$ cat src/lane_ctrl_pkg.sv
// package for the low-speed lane control register bank: offsets, field layouts,
// reset values and lane count. assumes a 16-bit management register space.
package lane_ctrl_pkg;

    localparam int LANE_COUNT = 4;
    localparam int DATA_W = 16;
    localparam int ADDR_W = 16;

    // register offsets in the management space
    localparam logic [15:0] LANE_CFG_ONE_ADDR = 16'h0006;
    localparam logic [15:0] LANE_CFG_TWO_ADDR = 16'h0007;

    // reset values of the two registers
    localparam logic [15:0] LANE_CFG_ONE_RESET = 16'hf115;
    localparam logic [15:0] LANE_CFG_TWO_RESET = 16'hdc04;
    localparam logic [15:0] READ_ZERO = 16'h0000;

    // one-hot read selections
    localparam logic [3:0] SEL_LANE0 = 4'h1;
    localparam logic [3:0] SEL_LANE1 = 4'h2;
    localparam logic [3:0] SEL_LANE2 = 4'h4;
    localparam logic [3:0] SEL_LANE3 = 4'h8;

    // lane rate code that is not defined
    localparam logic [1:0] SPEED_RESERVED = 2'h3;

    // lanes left running by the lane-count modes
    localparam logic [3:0] KEEP_ALL = 4'hf;
    localparam logic [3:0] KEEP_TWO = 4'h3;
    localparam logic [3:0] KEEP_ONE = 4'h1;

    // first lane control register
    typedef struct packed {
        logic [3:0] select_mask;   // 15:12
        logic [1:0] rsvd_hi;       // 11:10
        logic [1:0] loop_bw;       // 9:8
        logic [2:0] rsvd_lo;       // 7:5
        logic lane_pll_on;         // 4
        logic [3:0] lane_pll_multiplier; // 3:0
    } cfg_one_t;

    // second lane control register, one copy per lane
    typedef struct packed {
        logic rsvd_hi;             // 15
        logic [2:0] lane_output_swing; // 14:12
        logic lane_signal_loss_detect_on; // 11
        logic tx_lane_on;          // 10
        logic [1:0] tx_lane_speed; // 9:8
        logic [3:0] lane_deemphasis; // 7:4
        logic rsvd_lo;             // 3
        logic rx_lane_on;          // 2
        logic [1:0] rx_lane_speed; // 1:0
    } lane_set_t;

    // decoded multiplier, factor in tenths
    typedef struct packed {
        logic [9:0] factor_x10;
        logic reserved;
    } mult_info_t;

    // factor table entries, in tenths
    localparam logic [9:0] MULT_4 = 10'd40;
    localparam logic [9:0] MULT_5 = 10'd50;
    localparam logic [9:0] MULT_6 = 10'd60;
    localparam logic [9:0] MULT_8 = 10'd80;
    localparam logic [9:0] MULT_10 = 10'd100;
    localparam logic [9:0] MULT_12 = 10'd120;
    localparam logic [9:0] MULT_12P5 = 10'd125;
    localparam logic [9:0] MULT_15 = 10'd150;
    localparam logic [9:0] MULT_20 = 10'd200;
    localparam logic [9:0] MULT_25 = 10'd250;
    localparam logic [9:0] MULT_50 = 10'd500;
    localparam logic [9:0] MULT_65 = 10'd650;
    localparam logic [9:0] MULT_NONE = 10'd0;

endpackage

$ cat src/pll_mult_decode.sv
// decode of the lane pll multiplier code into a factor in tenths.
// assumes a registered code at the input; output is combinational.
`timescale 1ns/1ps
module pll_mult_decode (
    input wire logic [3:0] code,
    output lane_ctrl_pkg::mult_info_t info
);

    // table lookup; reserved codes give zero and a flag
    always_comb begin
        info.reserved = 1'b0;
        unique case (code)
            4'h0: info.factor_x10 = lane_ctrl_pkg::MULT_4;
            4'h1: info.factor_x10 = lane_ctrl_pkg::MULT_5;
            4'h2: info.factor_x10 = lane_ctrl_pkg::MULT_6;
            4'h4: info.factor_x10 = lane_ctrl_pkg::MULT_8;
            4'h5: info.factor_x10 = lane_ctrl_pkg::MULT_10;
            4'h6: info.factor_x10 = lane_ctrl_pkg::MULT_12;
            4'h7: info.factor_x10 = lane_ctrl_pkg::MULT_12P5;
            4'h8: info.factor_x10 = lane_ctrl_pkg::MULT_15;
            4'h9: info.factor_x10 = lane_ctrl_pkg::MULT_20;
            4'ha: info.factor_x10 = lane_ctrl_pkg::MULT_25;
            4'hd: info.factor_x10 = lane_ctrl_pkg::MULT_50;
            4'he: info.factor_x10 = lane_ctrl_pkg::MULT_65;
            default: begin
                info.factor_x10 = lane_ctrl_pkg::MULT_NONE;
                info.reserved = 1'b1;
            end
        endcase
    end

endmodule

$ cat src/lane_set_store.sv
// per-lane copies of the second lane control register.
// assumes write strobe and lane mask come from the same clock domain.
`timescale 1ns/1ps
module lane_set_store #(
    parameter int LANES = lane_ctrl_pkg::LANE_COUNT
) (
    input wire logic ref_clk,
    input wire logic reset,
    input wire logic wr_en,
    input wire logic [LANES-1:0] lane_mask,
    input wire lane_ctrl_pkg::lane_set_t wr_data,
    output lane_ctrl_pkg::lane_set_t [LANES-1:0] lane_q
);

    // the select mask is four bits wide, so only four lanes can be steered
    if (LANES != lane_ctrl_pkg::LANE_COUNT) begin : g_bad_lanes
        $error("lane_set_store supports exactly four lanes");
    end

    genvar i;
    // one independent copy per lane; unselected lanes keep their value
    for (i = 0; i < LANES; i++) begin : g_lane
        lane_ctrl_pkg::lane_set_t set_d;
        lane_ctrl_pkg::lane_set_t set_q;

        always_comb begin
            set_d = set_q;
            if (wr_en && lane_mask[i]) begin
                set_d = wr_data;
            end
        end

        always_ff @(posedge ref_clk) begin
            if (reset) begin
                set_q <= lane_ctrl_pkg::LANE_CFG_TWO_RESET;
            end else begin
                set_q <= set_d;
            end
        end

        assign lane_q[i] = set_q;
    end

endmodule

$ cat src/lane_ctrl_regs.sv
// control register bank for the low-speed serdes lanes of one channel.
// assumes a management decoder on ref_clk presenting single-cycle register
// read and write strobes; power-down pin is asynchronous, modes are on ref_clk.
//
// Operation
// pll enable bit, resets to one
// power-down pin or global bit kills pll
// four-bit multiplier in bits 3:0, reset 0101
// decode multiplier code, flag reserved codes
// swing in bits 14:12, reset 101
// bit 11 enables loss-of-signal detect
// bit 10 tx lane enable, power-down forces off
// tx lane-count modes disable upper lanes
// tx rate bits 9:8, 11 reserved
// de-emphasis bits 7:4, reset 0000
// bit 2 rx lane enable, power-down forces off
// rx lane-count modes disable upper lanes
// rx rate bits 1:0, 11 reserved
// bits 7:5 reserved storage, reset 000
// second register writes only masked lanes
// reads return one-hot selected lane only
// independent per-lane copy of every field
// forcing gates outputs, not stored bits
`timescale 1ns/1ps
module lane_ctrl_regs #(
    parameter int LANES = lane_ctrl_pkg::LANE_COUNT
) (
    input wire logic ref_clk,
    input wire logic reset,
    input wire logic reg_wr,
    input wire logic reg_rd,
    input wire logic [15:0] reg_addr,
    input wire logic [15:0] reg_wdata,
    output logic [15:0] reg_rdata,
    output logic reg_rdata_valid,
    output logic reg_read_invalid,
    input wire logic channel_powerdown_n,
    input wire logic global_powerdown,
    input wire logic two_lane_mode,
    input wire logic one_lane_mode,
    input wire logic kx_mode,
    output logic lane_pll_on,
    output logic [3:0] lane_pll_multiplier,
    output logic [9:0] pll_factor_x10,
    output logic pll_code_reserved,
    output logic [1:0] pll_loop_bw,
    output logic [LANES-1:0] tx_lane_on,
    output logic [LANES-1:0] rx_lane_on,
    output lane_ctrl_pkg::lane_set_t [LANES-1:0] lane_settings,
    output logic [LANES-1:0] speed_code_reserved
);

    if (LANES != lane_ctrl_pkg::LANE_COUNT) begin : g_bad_lanes
        $error("lane_ctrl_regs supports exactly four lanes");
    end

    // power-down pin crosses into ref_clk through two flops
    logic pd_meta_q;
    logic pd_sync_q;
    logic pd_meta_d;
    logic pd_sync_d;

    always_comb begin
        pd_meta_d = channel_powerdown_n;
        pd_sync_d = pd_meta_q;
    end

    // reset as powered down so nothing turns on before the pin is seen
    always_ff @(posedge ref_clk) begin
        if (reset) begin
            pd_meta_q <= 1'b0;
            pd_sync_q <= 1'b0;
        end else begin
            pd_meta_q <= pd_meta_d;
            pd_sync_q <= pd_sync_d;
        end
    end

    // only the second sync flop is read; the first may still be settling
    // any of the two power-down sources kills the whole channel
    logic chan_down;
    assign chan_down = !pd_sync_q || global_powerdown;

    // register decode
    // read and write decoded apart, so one of each may share a cycle
    logic wr_one;
    logic wr_two;
    logic rd_one;
    logic rd_two;
    assign wr_one = reg_wr && (reg_addr == lane_ctrl_pkg::LANE_CFG_ONE_ADDR);
    assign wr_two = reg_wr && (reg_addr == lane_ctrl_pkg::LANE_CFG_TWO_ADDR);
    assign rd_one = reg_rd && (reg_addr == lane_ctrl_pkg::LANE_CFG_ONE_ADDR);
    assign rd_two = reg_rd && (reg_addr == lane_ctrl_pkg::LANE_CFG_TWO_ADDR);

    // first lane control register: all bits are plain read-write storage
    lane_ctrl_pkg::cfg_one_t one_d;
    lane_ctrl_pkg::cfg_one_t one_q;

    // a write replaces the whole word, reserved bits included
    always_comb begin
        one_d = one_q;
        if (wr_one) begin
            one_d = reg_wdata;
        end
    end

    // reset image: pll on, all lanes selected for writes
    always_ff @(posedge ref_clk) begin
        if (reset) begin
            one_q <= lane_ctrl_pkg::LANE_CFG_ONE_RESET;
        end else begin
            one_q <= one_d;
        end
    end

    // second register lives per lane, steered by the select mask
    lane_ctrl_pkg::lane_set_t [LANES-1:0] lane_q;

    lane_set_store #(
        .LANES(LANES)
    ) u_store (
        .ref_clk(ref_clk),
        .reset(reset),
        .wr_en(wr_two),
        .lane_mask(one_q.select_mask),
        .wr_data(lane_ctrl_pkg::lane_set_t'(reg_wdata)),
        .lane_q(lane_q)
    );

    // multiplier table
    lane_ctrl_pkg::mult_info_t mult_info;

    pll_mult_decode u_mult (
        .code(one_q.lane_pll_multiplier),
        .info(mult_info)
    );

    // lanes allowed by the lane-count mode; one-lane and kx win over two-lane
    logic [3:0] keep_mask;

    always_comb begin
        if (one_lane_mode || kx_mode) begin
            keep_mask = lane_ctrl_pkg::KEEP_ONE;
        end else if (two_lane_mode) begin
            keep_mask = lane_ctrl_pkg::KEEP_TWO;
        end else begin
            keep_mask = lane_ctrl_pkg::KEEP_ALL;
        end
    end

    // effective lane controls; the stored bits stay as software wrote them
    logic [LANES-1:0] tx_on_d;
    logic [LANES-1:0] tx_on_q;
    logic [LANES-1:0] rx_on_d;
    logic [LANES-1:0] rx_on_q;
    logic [LANES-1:0] spd_rsv_d;
    logic [LANES-1:0] spd_rsv_q;

    genvar i;
    for (i = 0; i < LANES; i++) begin : g_lane_on
        // stored bit gated by lane-count mode and power-down
        always_comb begin
            tx_on_d[i] = lane_q[i].tx_lane_on && keep_mask[i] && !chan_down;
            rx_on_d[i] = lane_q[i].rx_lane_on && keep_mask[i] && !chan_down;
            spd_rsv_d[i] = (lane_q[i].tx_lane_speed == lane_ctrl_pkg::SPEED_RESERVED)
                || (lane_q[i].rx_lane_speed == lane_ctrl_pkg::SPEED_RESERVED);
        end
    end

    // analog settings pass straight from storage to the lane drivers
    // one flop stage so the drivers never see a half-written word
    lane_ctrl_pkg::lane_set_t [LANES-1:0] set_out_d;
    lane_ctrl_pkg::lane_set_t [LANES-1:0] set_out_q;

    always_comb begin
        set_out_d = lane_q;
    end

    // pll controls
    logic pll_on_d;
    logic pll_on_q;
    logic [3:0] mult_d;
    logic [3:0] mult_q;
    logic [9:0] factor_d;
    logic [9:0] factor_q;
    logic mult_rsv_d;
    logic mult_rsv_q;
    logic [1:0] bw_d;
    logic [1:0] bw_q;

    // reserved codes are kept as written; only the flag tells
    always_comb begin
        pll_on_d = one_q.lane_pll_on && !chan_down;
        mult_d = one_q.lane_pll_multiplier;
        factor_d = mult_info.factor_x10;
        mult_rsv_d = mult_info.reserved;
        bw_d = one_q.loop_bw;
    end

    // reset image of the first register, read by field, not by bit position
    localparam lane_ctrl_pkg::cfg_one_t ONE_RESET = lane_ctrl_pkg::LANE_CFG_ONE_RESET;

    // lane output flops; one cycle behind the storage
    always_ff @(posedge ref_clk) begin
        if (reset) begin
            tx_on_q <= '0;
            rx_on_q <= '0;
            spd_rsv_q <= '0;
            set_out_q <= {LANES{lane_ctrl_pkg::LANE_CFG_TWO_RESET}};
        end else begin
            tx_on_q <= tx_on_d;
            rx_on_q <= rx_on_d;
            spd_rsv_q <= spd_rsv_d;
            set_out_q <= set_out_d;
        end
    end

    // pll output flops; pll held off in reset until the pin is seen
    always_ff @(posedge ref_clk) begin
        if (reset) begin
            pll_on_q <= 1'b0;
            mult_q <= ONE_RESET.lane_pll_multiplier;
            factor_q <= lane_ctrl_pkg::MULT_10;
            mult_rsv_q <= 1'b0;
            bw_q <= ONE_RESET.loop_bw;
        end else begin
            pll_on_q <= pll_on_d;
            mult_q <= mult_d;
            factor_q <= factor_d;
            mult_rsv_q <= mult_rsv_d;
            bw_q <= bw_d;
        end
    end

    // control outputs straight from the flops
    assign tx_lane_on = tx_on_q;
    assign rx_lane_on = rx_on_q;
    assign speed_code_reserved = spd_rsv_q;
    assign lane_settings = set_out_q;
    assign lane_pll_on = pll_on_q;
    assign lane_pll_multiplier = mult_q;
    assign pll_factor_x10 = factor_q;
    assign pll_code_reserved = mult_rsv_q;
    assign pll_loop_bw = bw_q;

    // readback; a mask that is not one-hot reads zero and raises a flag
    logic [15:0] rdata_d;
    logic [15:0] rdata_q;
    logic rvalid_d;
    logic rvalid_q;
    logic rinv_d;
    logic rinv_q;
    logic [15:0] lane_read;
    logic lane_read_ok;

    always_comb begin
        lane_read_ok = 1'b1;
        unique case (one_q.select_mask)
            lane_ctrl_pkg::SEL_LANE0: lane_read = lane_q[0];
            lane_ctrl_pkg::SEL_LANE1: lane_read = lane_q[1];
            lane_ctrl_pkg::SEL_LANE2: lane_read = lane_q[2];
            lane_ctrl_pkg::SEL_LANE3: lane_read = lane_q[3];
            default: begin
                lane_read = lane_ctrl_pkg::READ_ZERO;
                lane_read_ok = 1'b0;
            end
        endcase
    end

    // read data is held until the next read; unmapped offsets read zero
    always_comb begin
        rdata_d = rdata_q;
        rinv_d = 1'b0;
        rvalid_d = reg_rd;
        if (rd_one) begin
            rdata_d = one_q;
        end else if (rd_two) begin
            rdata_d = lane_read;
            rinv_d = !lane_read_ok;
        end else if (reg_rd) begin
            rdata_d = lane_ctrl_pkg::READ_ZERO;
        end
    end

    // valid and invalid are one-cycle pulses; data holds
    always_ff @(posedge ref_clk) begin
        if (reset) begin
            rdata_q <= lane_ctrl_pkg::READ_ZERO;
            rvalid_q <= 1'b0;
            rinv_q <= 1'b0;
        end else begin
            rdata_q <= rdata_d;
            rvalid_q <= rvalid_d;
            rinv_q <= rinv_d;
        end
    end

    // read port straight from the flops
    assign reg_rdata = rdata_q;
    assign reg_rdata_valid = rvalid_q;
    assign reg_read_invalid = rinv_q;

endmodule

$ cat config.mk
export PLATFORM = sky130hd
export DESIGN_NAME = lane_ctrl_regs
export DESIGN_NICKNAME = d
export VERILOG_FILES = /design/src/lane_ctrl_pkg.sv /design/src/pll_mult_decode.sv /design/src/lane_set_store.sv /design/src/lane_ctrl_regs.sv
export SDC_FILE = /design/constraint.sdc
export NUM_CORES = 1
export LEC_CHECK = 0
export BUFFER_PORTS_ARGS = -buffer_cell sky130_fd_sc_hd__buf_2
export CAP_MARGIN = 20
export CORE_MARGIN = 3
export CORE_UTILIZATION = 54
export CTS_CLUSTER_SIZE = 14
export DETAILED_ROUTE_END_ITERATION = 8
export PLACE_DENSITY_LB_ADDON = 0.08
export SETUP_SLACK_MARGIN = 0.3
export SYNTH_ARGS = -nofsm -noshare
export SYNTH_HDL_FRONTEND = slang
export SYNTH_SLANG_ARGS = --single-unit
$ cat constraint.sdc
create_clock -name ref_clk -period 3.16 [get_ports ref_clk]
set_input_delay 0.632 -clock ref_clk [delete_from_list [all_inputs] [get_ports ref_clk]]
set_output_delay 0.632 -clock ref_clk [all_outputs]
set_load 0.1 [all_outputs]
# Word-level counts from Yosys, hierarchy flattened
# Index checks and enable logic that the tools add are counted.
[op_classes]
n_eq_ne = 25
n_mux = 9
bitwise = 1
n_reduce_logical = 39
[ops]
columns = ["op", "count"]
rows = [
  ["10-bit case mux with 12 select lines", 1],
  ["16-bit case mux with 4 select lines", 1],
  ["16-bit 2-to-1 mux", 3],
  ["16-bit by 3-bit == test with 1-bit output, second input constant", 2],
  ["1-bit logical AND", 25],
  ["4-bit == test, second input constant", 6],
  ["4-bit by 3-bit == test with 1-bit output, second input constant", 5],
  ["2-bit == test, second input constant", 8],
  ["12-bit OR reduction", 1],
  ["4-bit by 1-bit == test with 1-bit output, second input constant", 2],
  ["4-bit by 2-bit == test with 1-bit output, second input constant", 2],
  ["4-bit 2-to-1 mux", 2],
  ["1-bit logical OR", 6],
  ["4-bit logical NOT", 1],
  ["4-bit OR reduction", 1],
  ["1-bit logical NOT", 3],
  ["3-bit nonzero test", 1],
  ["3-bit OR reduction", 1],
  ["1-bit 2-to-1 mux", 2],
  ["1-bit inverter", 1],
]
[totals]
register_bits = 194
in_bits = 41
wordCells = 165

# Depth between registers and ports, before layout
[logic_depth]
word_depth = 4
depth_mapped = 7
mapped_depth_nobuf = 4

# By module
# Synthesis repeated with hierarchy kept, for this count alone.
[unflattened]
hier_cells = 735
area_unflattened_um2 = 7571.0
[modules_own_cells]
columns = ["module", "instances", "cells_each", "area_each_um2", "seq_area_each_um2"]
rows = [
  ["lane_ctrl_regs", 1, 460, 4842.1, 2602.5],
  ["lane_set_store", 1, 237, 2493.6, 1281.2],
  ["pll_mult_decode", 1, 38, 235.2, 0.0],
]

# Worst setup path before layout
# No wires, ideal clock.
[synth_timing]
path_kind = "input port to flip-flop"
start = "input reg_addr[9]"
end = "register u_store.g_lane[1].set_q, in the netlist u_store.lane_q[17]"
setup_ns = 0.069
arrival_ns = 2.317
t_required_ns = 3.091
setup_slack_ns = 0.774
path_stages = 6
path_buffers = 2
cell_sequence = "or4_4 -> buf_6 -> nor4_4 -> nand3_4 -> buf_6 -> o21ai_1"
[synth_between]
elab_chain_cells = 3
[synth_rtl]
columns = ["element", "line", "text"]
rows = [
  ["from (decl)", "lane_ctrl_regs.sv:32", "input wire logic [15:0] reg_addr,"],
  ["16-bit by 3-bit == test with 1-bit output", "lane_ctrl_regs.sv:91", "assign wr_two = reg_wr && (reg_addr == lane_ctrl_pkg::LANE_CFG_TWO_ADDR);"],
  ["1-bit logical AND", "lane_ctrl_regs.sv:91", ""],
  ["1-bit logical AND", "lane_set_store.sv:28", "if (wr_en && lane_mask[i]) begin"],
  ["to (signal assigned)", "lane_set_store.sv:35", "set_q <= lane_ctrl_pkg::LANE_CFG_TWO_RESET;"],
  ["to (signal assigned)", "lane_set_store.sv:37", "set_q <= set_d;"],
  ["to (decl)", "lane_set_store.sv:24", "lane_ctrl_pkg::lane_set_t set_q;"],
]
# No other way between the ends.
# A chain may end at the register's enable or synchronous reset.

# Worst setup path in the final report
[layout_timing]
start = "register one_q[13] (netlist bit)"
end = "register rdata_q[5], in the netlist reg_rdata[5]"
[layout_between]
elab_chain_cells = 4
[layout_rtl]
columns = ["element", "line", "text"]
rows = [
  ["from (decl)", "lane_ctrl_regs.sv:97", "lane_ctrl_pkg::cfg_one_t one_q;"],
  ["from (signal assigned)", "lane_ctrl_regs.sv:110", "one_q <= lane_ctrl_pkg::LANE_CFG_ONE_RESET;"],
  ["from (signal assigned)", "lane_ctrl_regs.sv:112", "one_q <= one_d;"],
  ["4-bit == test, or another cell as far along", "lane_ctrl_regs.sv:258", "unique case (one_q.select_mask)"],
  ["16-bit case mux with 4 select lines (*)", "lane_ctrl_regs.sv:258", ""],
  ["16-bit 2-to-1 mux (*)", "lane_ctrl_regs.sv:277", "end else if (rd_two) begin"],
  ["16-bit 2-to-1 mux (*)", "lane_ctrl_regs.sv:275", "if (rd_one) begin"],
  ["to (signal assigned)", "lane_ctrl_regs.sv:288", "rdata_q <= lane_ctrl_pkg::READ_ZERO;"],
  ["to (signal assigned)", "lane_ctrl_regs.sv:292", "rdata_q <= rdata_d;"],
  ["to (decl)", "lane_ctrl_regs.sv:248", "logic [15:0] rdata_q;"],
]
# Every way passes the cells marked *; elsewhere a longest branch is shown, timed or not.

==> impl_results.md <==
- Die H: 120.9 um
- Vias/cell: 5.581
- Crit-path leading delay family: simple AND/OR/NAND/NOR gates
- Layout Nets: 889
- Clock slew at reported path FFs: 70 ps
- Initial Utilization: 55.85%
- #FFs+latches synth: 194
- Number of CTS-inserted buffers: 17
- Ys async rst share: 0%
- Cell with the most instances after synthesis: dfxtp_1
- Antenna violations before repair: 0
- RR Startpoint: one_q[13]
- Area Overhead vs Synth: 20.64%
- CTS tree: yes
- Root Buffer: clkbuf_16
- Ys Warns: 0
- Cell Pwr Density: 587.0 nW/um^2
- Sequential share of the synthesized area: 54.44%
- Crit path launch type: register
- Routed WL per cell: 17.45 um
- Util after Layout: 67.38%
- Antenna Nets Post-Route: 0
- RSZ-0062 raised after global routing: false
- R2R setup slack: 870 ps
- Top post-synthesis cells by count: dfxtp_1 (194), nor2_1 (53), nor2b_1 (47)
- # IOs: 153
- Clock buffer depth: 2
- Synth area leader: dfxtp_1
- DRC viols: 0
- Placer Congestion: 0.8832
- Max FO, Critical Path: 10
- # clock sinks: 194
- EDFF count, synth: 0
- Half-perimeter wire length after placement: 12,490 um
- Post-synth top area share: 54.44%
- R2r worst-path depth: 5
- Number of buffer and inverter stages on the critical path: 1
- Overall die area: 14,630 sq um
- Post-CTS Resized: 0
- Largest net degree at the start of global routing: 69
- Rows: 41
- Levels on crit path: 5
- Ranking of synthesized cells by area: dfxtp_1 (54%), nor2b_1 (4.1%), mux2i_1 (3.5%), nand3b_1 (3.4%), o21ai_1 (3.2%)
- Distinct cell type count after synthesis: 48
- Tcrit/Tclk final: 72.33%
- Synthesized area per cell: 9.909 sq um
- Crit. End Element: register
- Via count: 5,765
- H-Tree Depth: 4
- Cell count after synthesis: 720
- Hold_buf cts: 0
- CP endpoint: reg_rdata[5]
- Crit path kind: register to register
- Fill cells: 1,023
- Setup TNS: 0 ps
- Fraction of layout cells with a size suffix above 1: 24.74%
- Final WL: 18,030 um
- VDD IR max: 0.3312 mV
- Worst path max stage delay: 750 ps
- Die Wd: 120.9 um
- Reg2reg end: reg_rdata[5]
- Post-layout min period: 2286 ps
- Post-Syn Nets: 761
- Setup Fix Bufs, Post-CTS: 0
- Clock latency on the worst-skew pair: 430 ps
- Final setup vio count: 0
- CP Cell Sequence: nor4b_2, buf_4, a22o_1, o211ai_1, a211oi_1
- P_leak: 3.577 nW
- Ant. Diodes: 0
- Worst setup path startpoint: one_q[13]
- Fin. max-slew vios: 0
- Slowest-stage cell, CP: nor4b_2
- Final number of hold-violating endpoints: 0
- Port Buf Inserts: 152
- Total grt overflow: 0
- Critical Path RT: 3500 ps
- GRT Util Overall: 24.99%
- Top FF cell, synth: dfxtp_1
- Worst slew pin tran: 819.9 ps
- Headroom to the max-slew limit: 45.20%
- Clk_skew: 5.696 ps
- Core ar.: 12,770 sq um
- Worst Hold Class: input port to register
- Initial DRC Count: 448
- Status: finished, final reports clean
- First-pass GRT wire length: 28,430 um
- Max cap viols: 0
- Crit path DAT: 2620 ps
- Vias in the first global route: 5,482
- Netlist Area Pre-Place: 7134 sq um
- Fmax: 437.5 MHz
- DRT Pass-1 Iters: 5
layer usage:
metal  global-route usage [%]  up-vias  part of all wire, %
met4                    9.773        0                  2.1
met3                    4.242       31                  6.6
met2                    39.04      213                   46
li1                         -     2787                    -
met5                        0        -                    0
met1                    34.63     2734                   46
cells by family after synthesis:
kind of cell | synth area share [%]
AO/OA/AOI/OAI | 17.92
multiplexers | 3.508
buffers and inverters | 4.893
AND/OR/NAND/NOR | 18.99
XOR/XNOR | 0.2456
flip-flops | 54.44
flip-flops by register name, summed over array words and instances, names as in the netlist:
signal / count
mult_d: 4
rx_lane_on: 4
pll_factor_x10: 10
lane_pll_multiplier: 4
reg_rdata_valid: 1
reg_read_invalid: 1
pll_code_reserved: 1
tx_lane_on: 4
bw_d: 2
lane_pll_on: 1
reg_rdata: 16
pd_meta_q: 1
lane_settings: 64
u_store.lane_q: 64
one_q: 10
pd_sync_q: 1
speed_code_reserved: 4
pll_loop_bw: 2
cells in the final DEF (no fill, tap or decap), types with 25 or more instances in the layout:
cell	count
buf_2	151
a21oi_1	26
mux2i_1	25
inv_1	27
nor2b_1	47
o21ai_1	46
nand3b_1	32
o21ai_0	44
dfxtp_1	194
nor2_1	53
per-stage QoR:
stage / std cells / instance area (sq um) / power, mW / hold slack (ps) / worst slack, ps
floorplan: 720 / 7134 / 2.677 / 413.8 / 773.6
global placement: 1001 / 7948 / 2.745 / 422.4 / 563.7
detailed placement: 1001 / 7948 / 2.749 / 443.0 / 474.6
CTS: 1033 / 8607 / 5.073 / 424.7 / 911.8
global route: 1033 / 8607 / 5.197 / 430.1 / 719.1
finish: 1033 / 8607 / 5.052 / 434.0 / 874.3
cell type report:
type / count / area [sq um] / share of cell area, %
Tap cell: 172 / 215.2 / 2.500
Inverter: 27 / 101.3 / 1.177
Sequential cell: 194 / 3884 / 45.12
Clock buffer: 19 / 452.9 / 5.262
Clock inverter: 13 / 206.4 / 2.399
Timing Repair Buffer: 163 / 845.8 / 9.827
Multi-Input combinational cell: 445 / 2902 / 33.71
where the power goes:
group | total (mW) | internal, mW | switching, mW | leakage [nW]
combinational | 0.232 | 0.0505 | 0.181 | 1.70
clock | 2.36 | 1.45 | 0.911 | 0.308
sequential | 2.46 | 2.46 | 0.00739 | 1.57
total | 5.05 | 3.95 | 1.10 | 3.58
worst min path at each step:
stage | end | from | depth (start not counted)
floorplan | pd_sync_q | pd_meta_q | 1
global placement | pd_sync_q | pd_meta_q | 1
detailed placement | lane_settings[60] | u_store.lane_q[60] | 2
CTS | pd_meta_q | channel_powerdown_n | 2
global route | pd_meta_q | channel_powerdown_n | 2
finish | pd_meta_q | channel_powerdown_n | 2
Note: power is estimated with default switching activity, not from simulation.
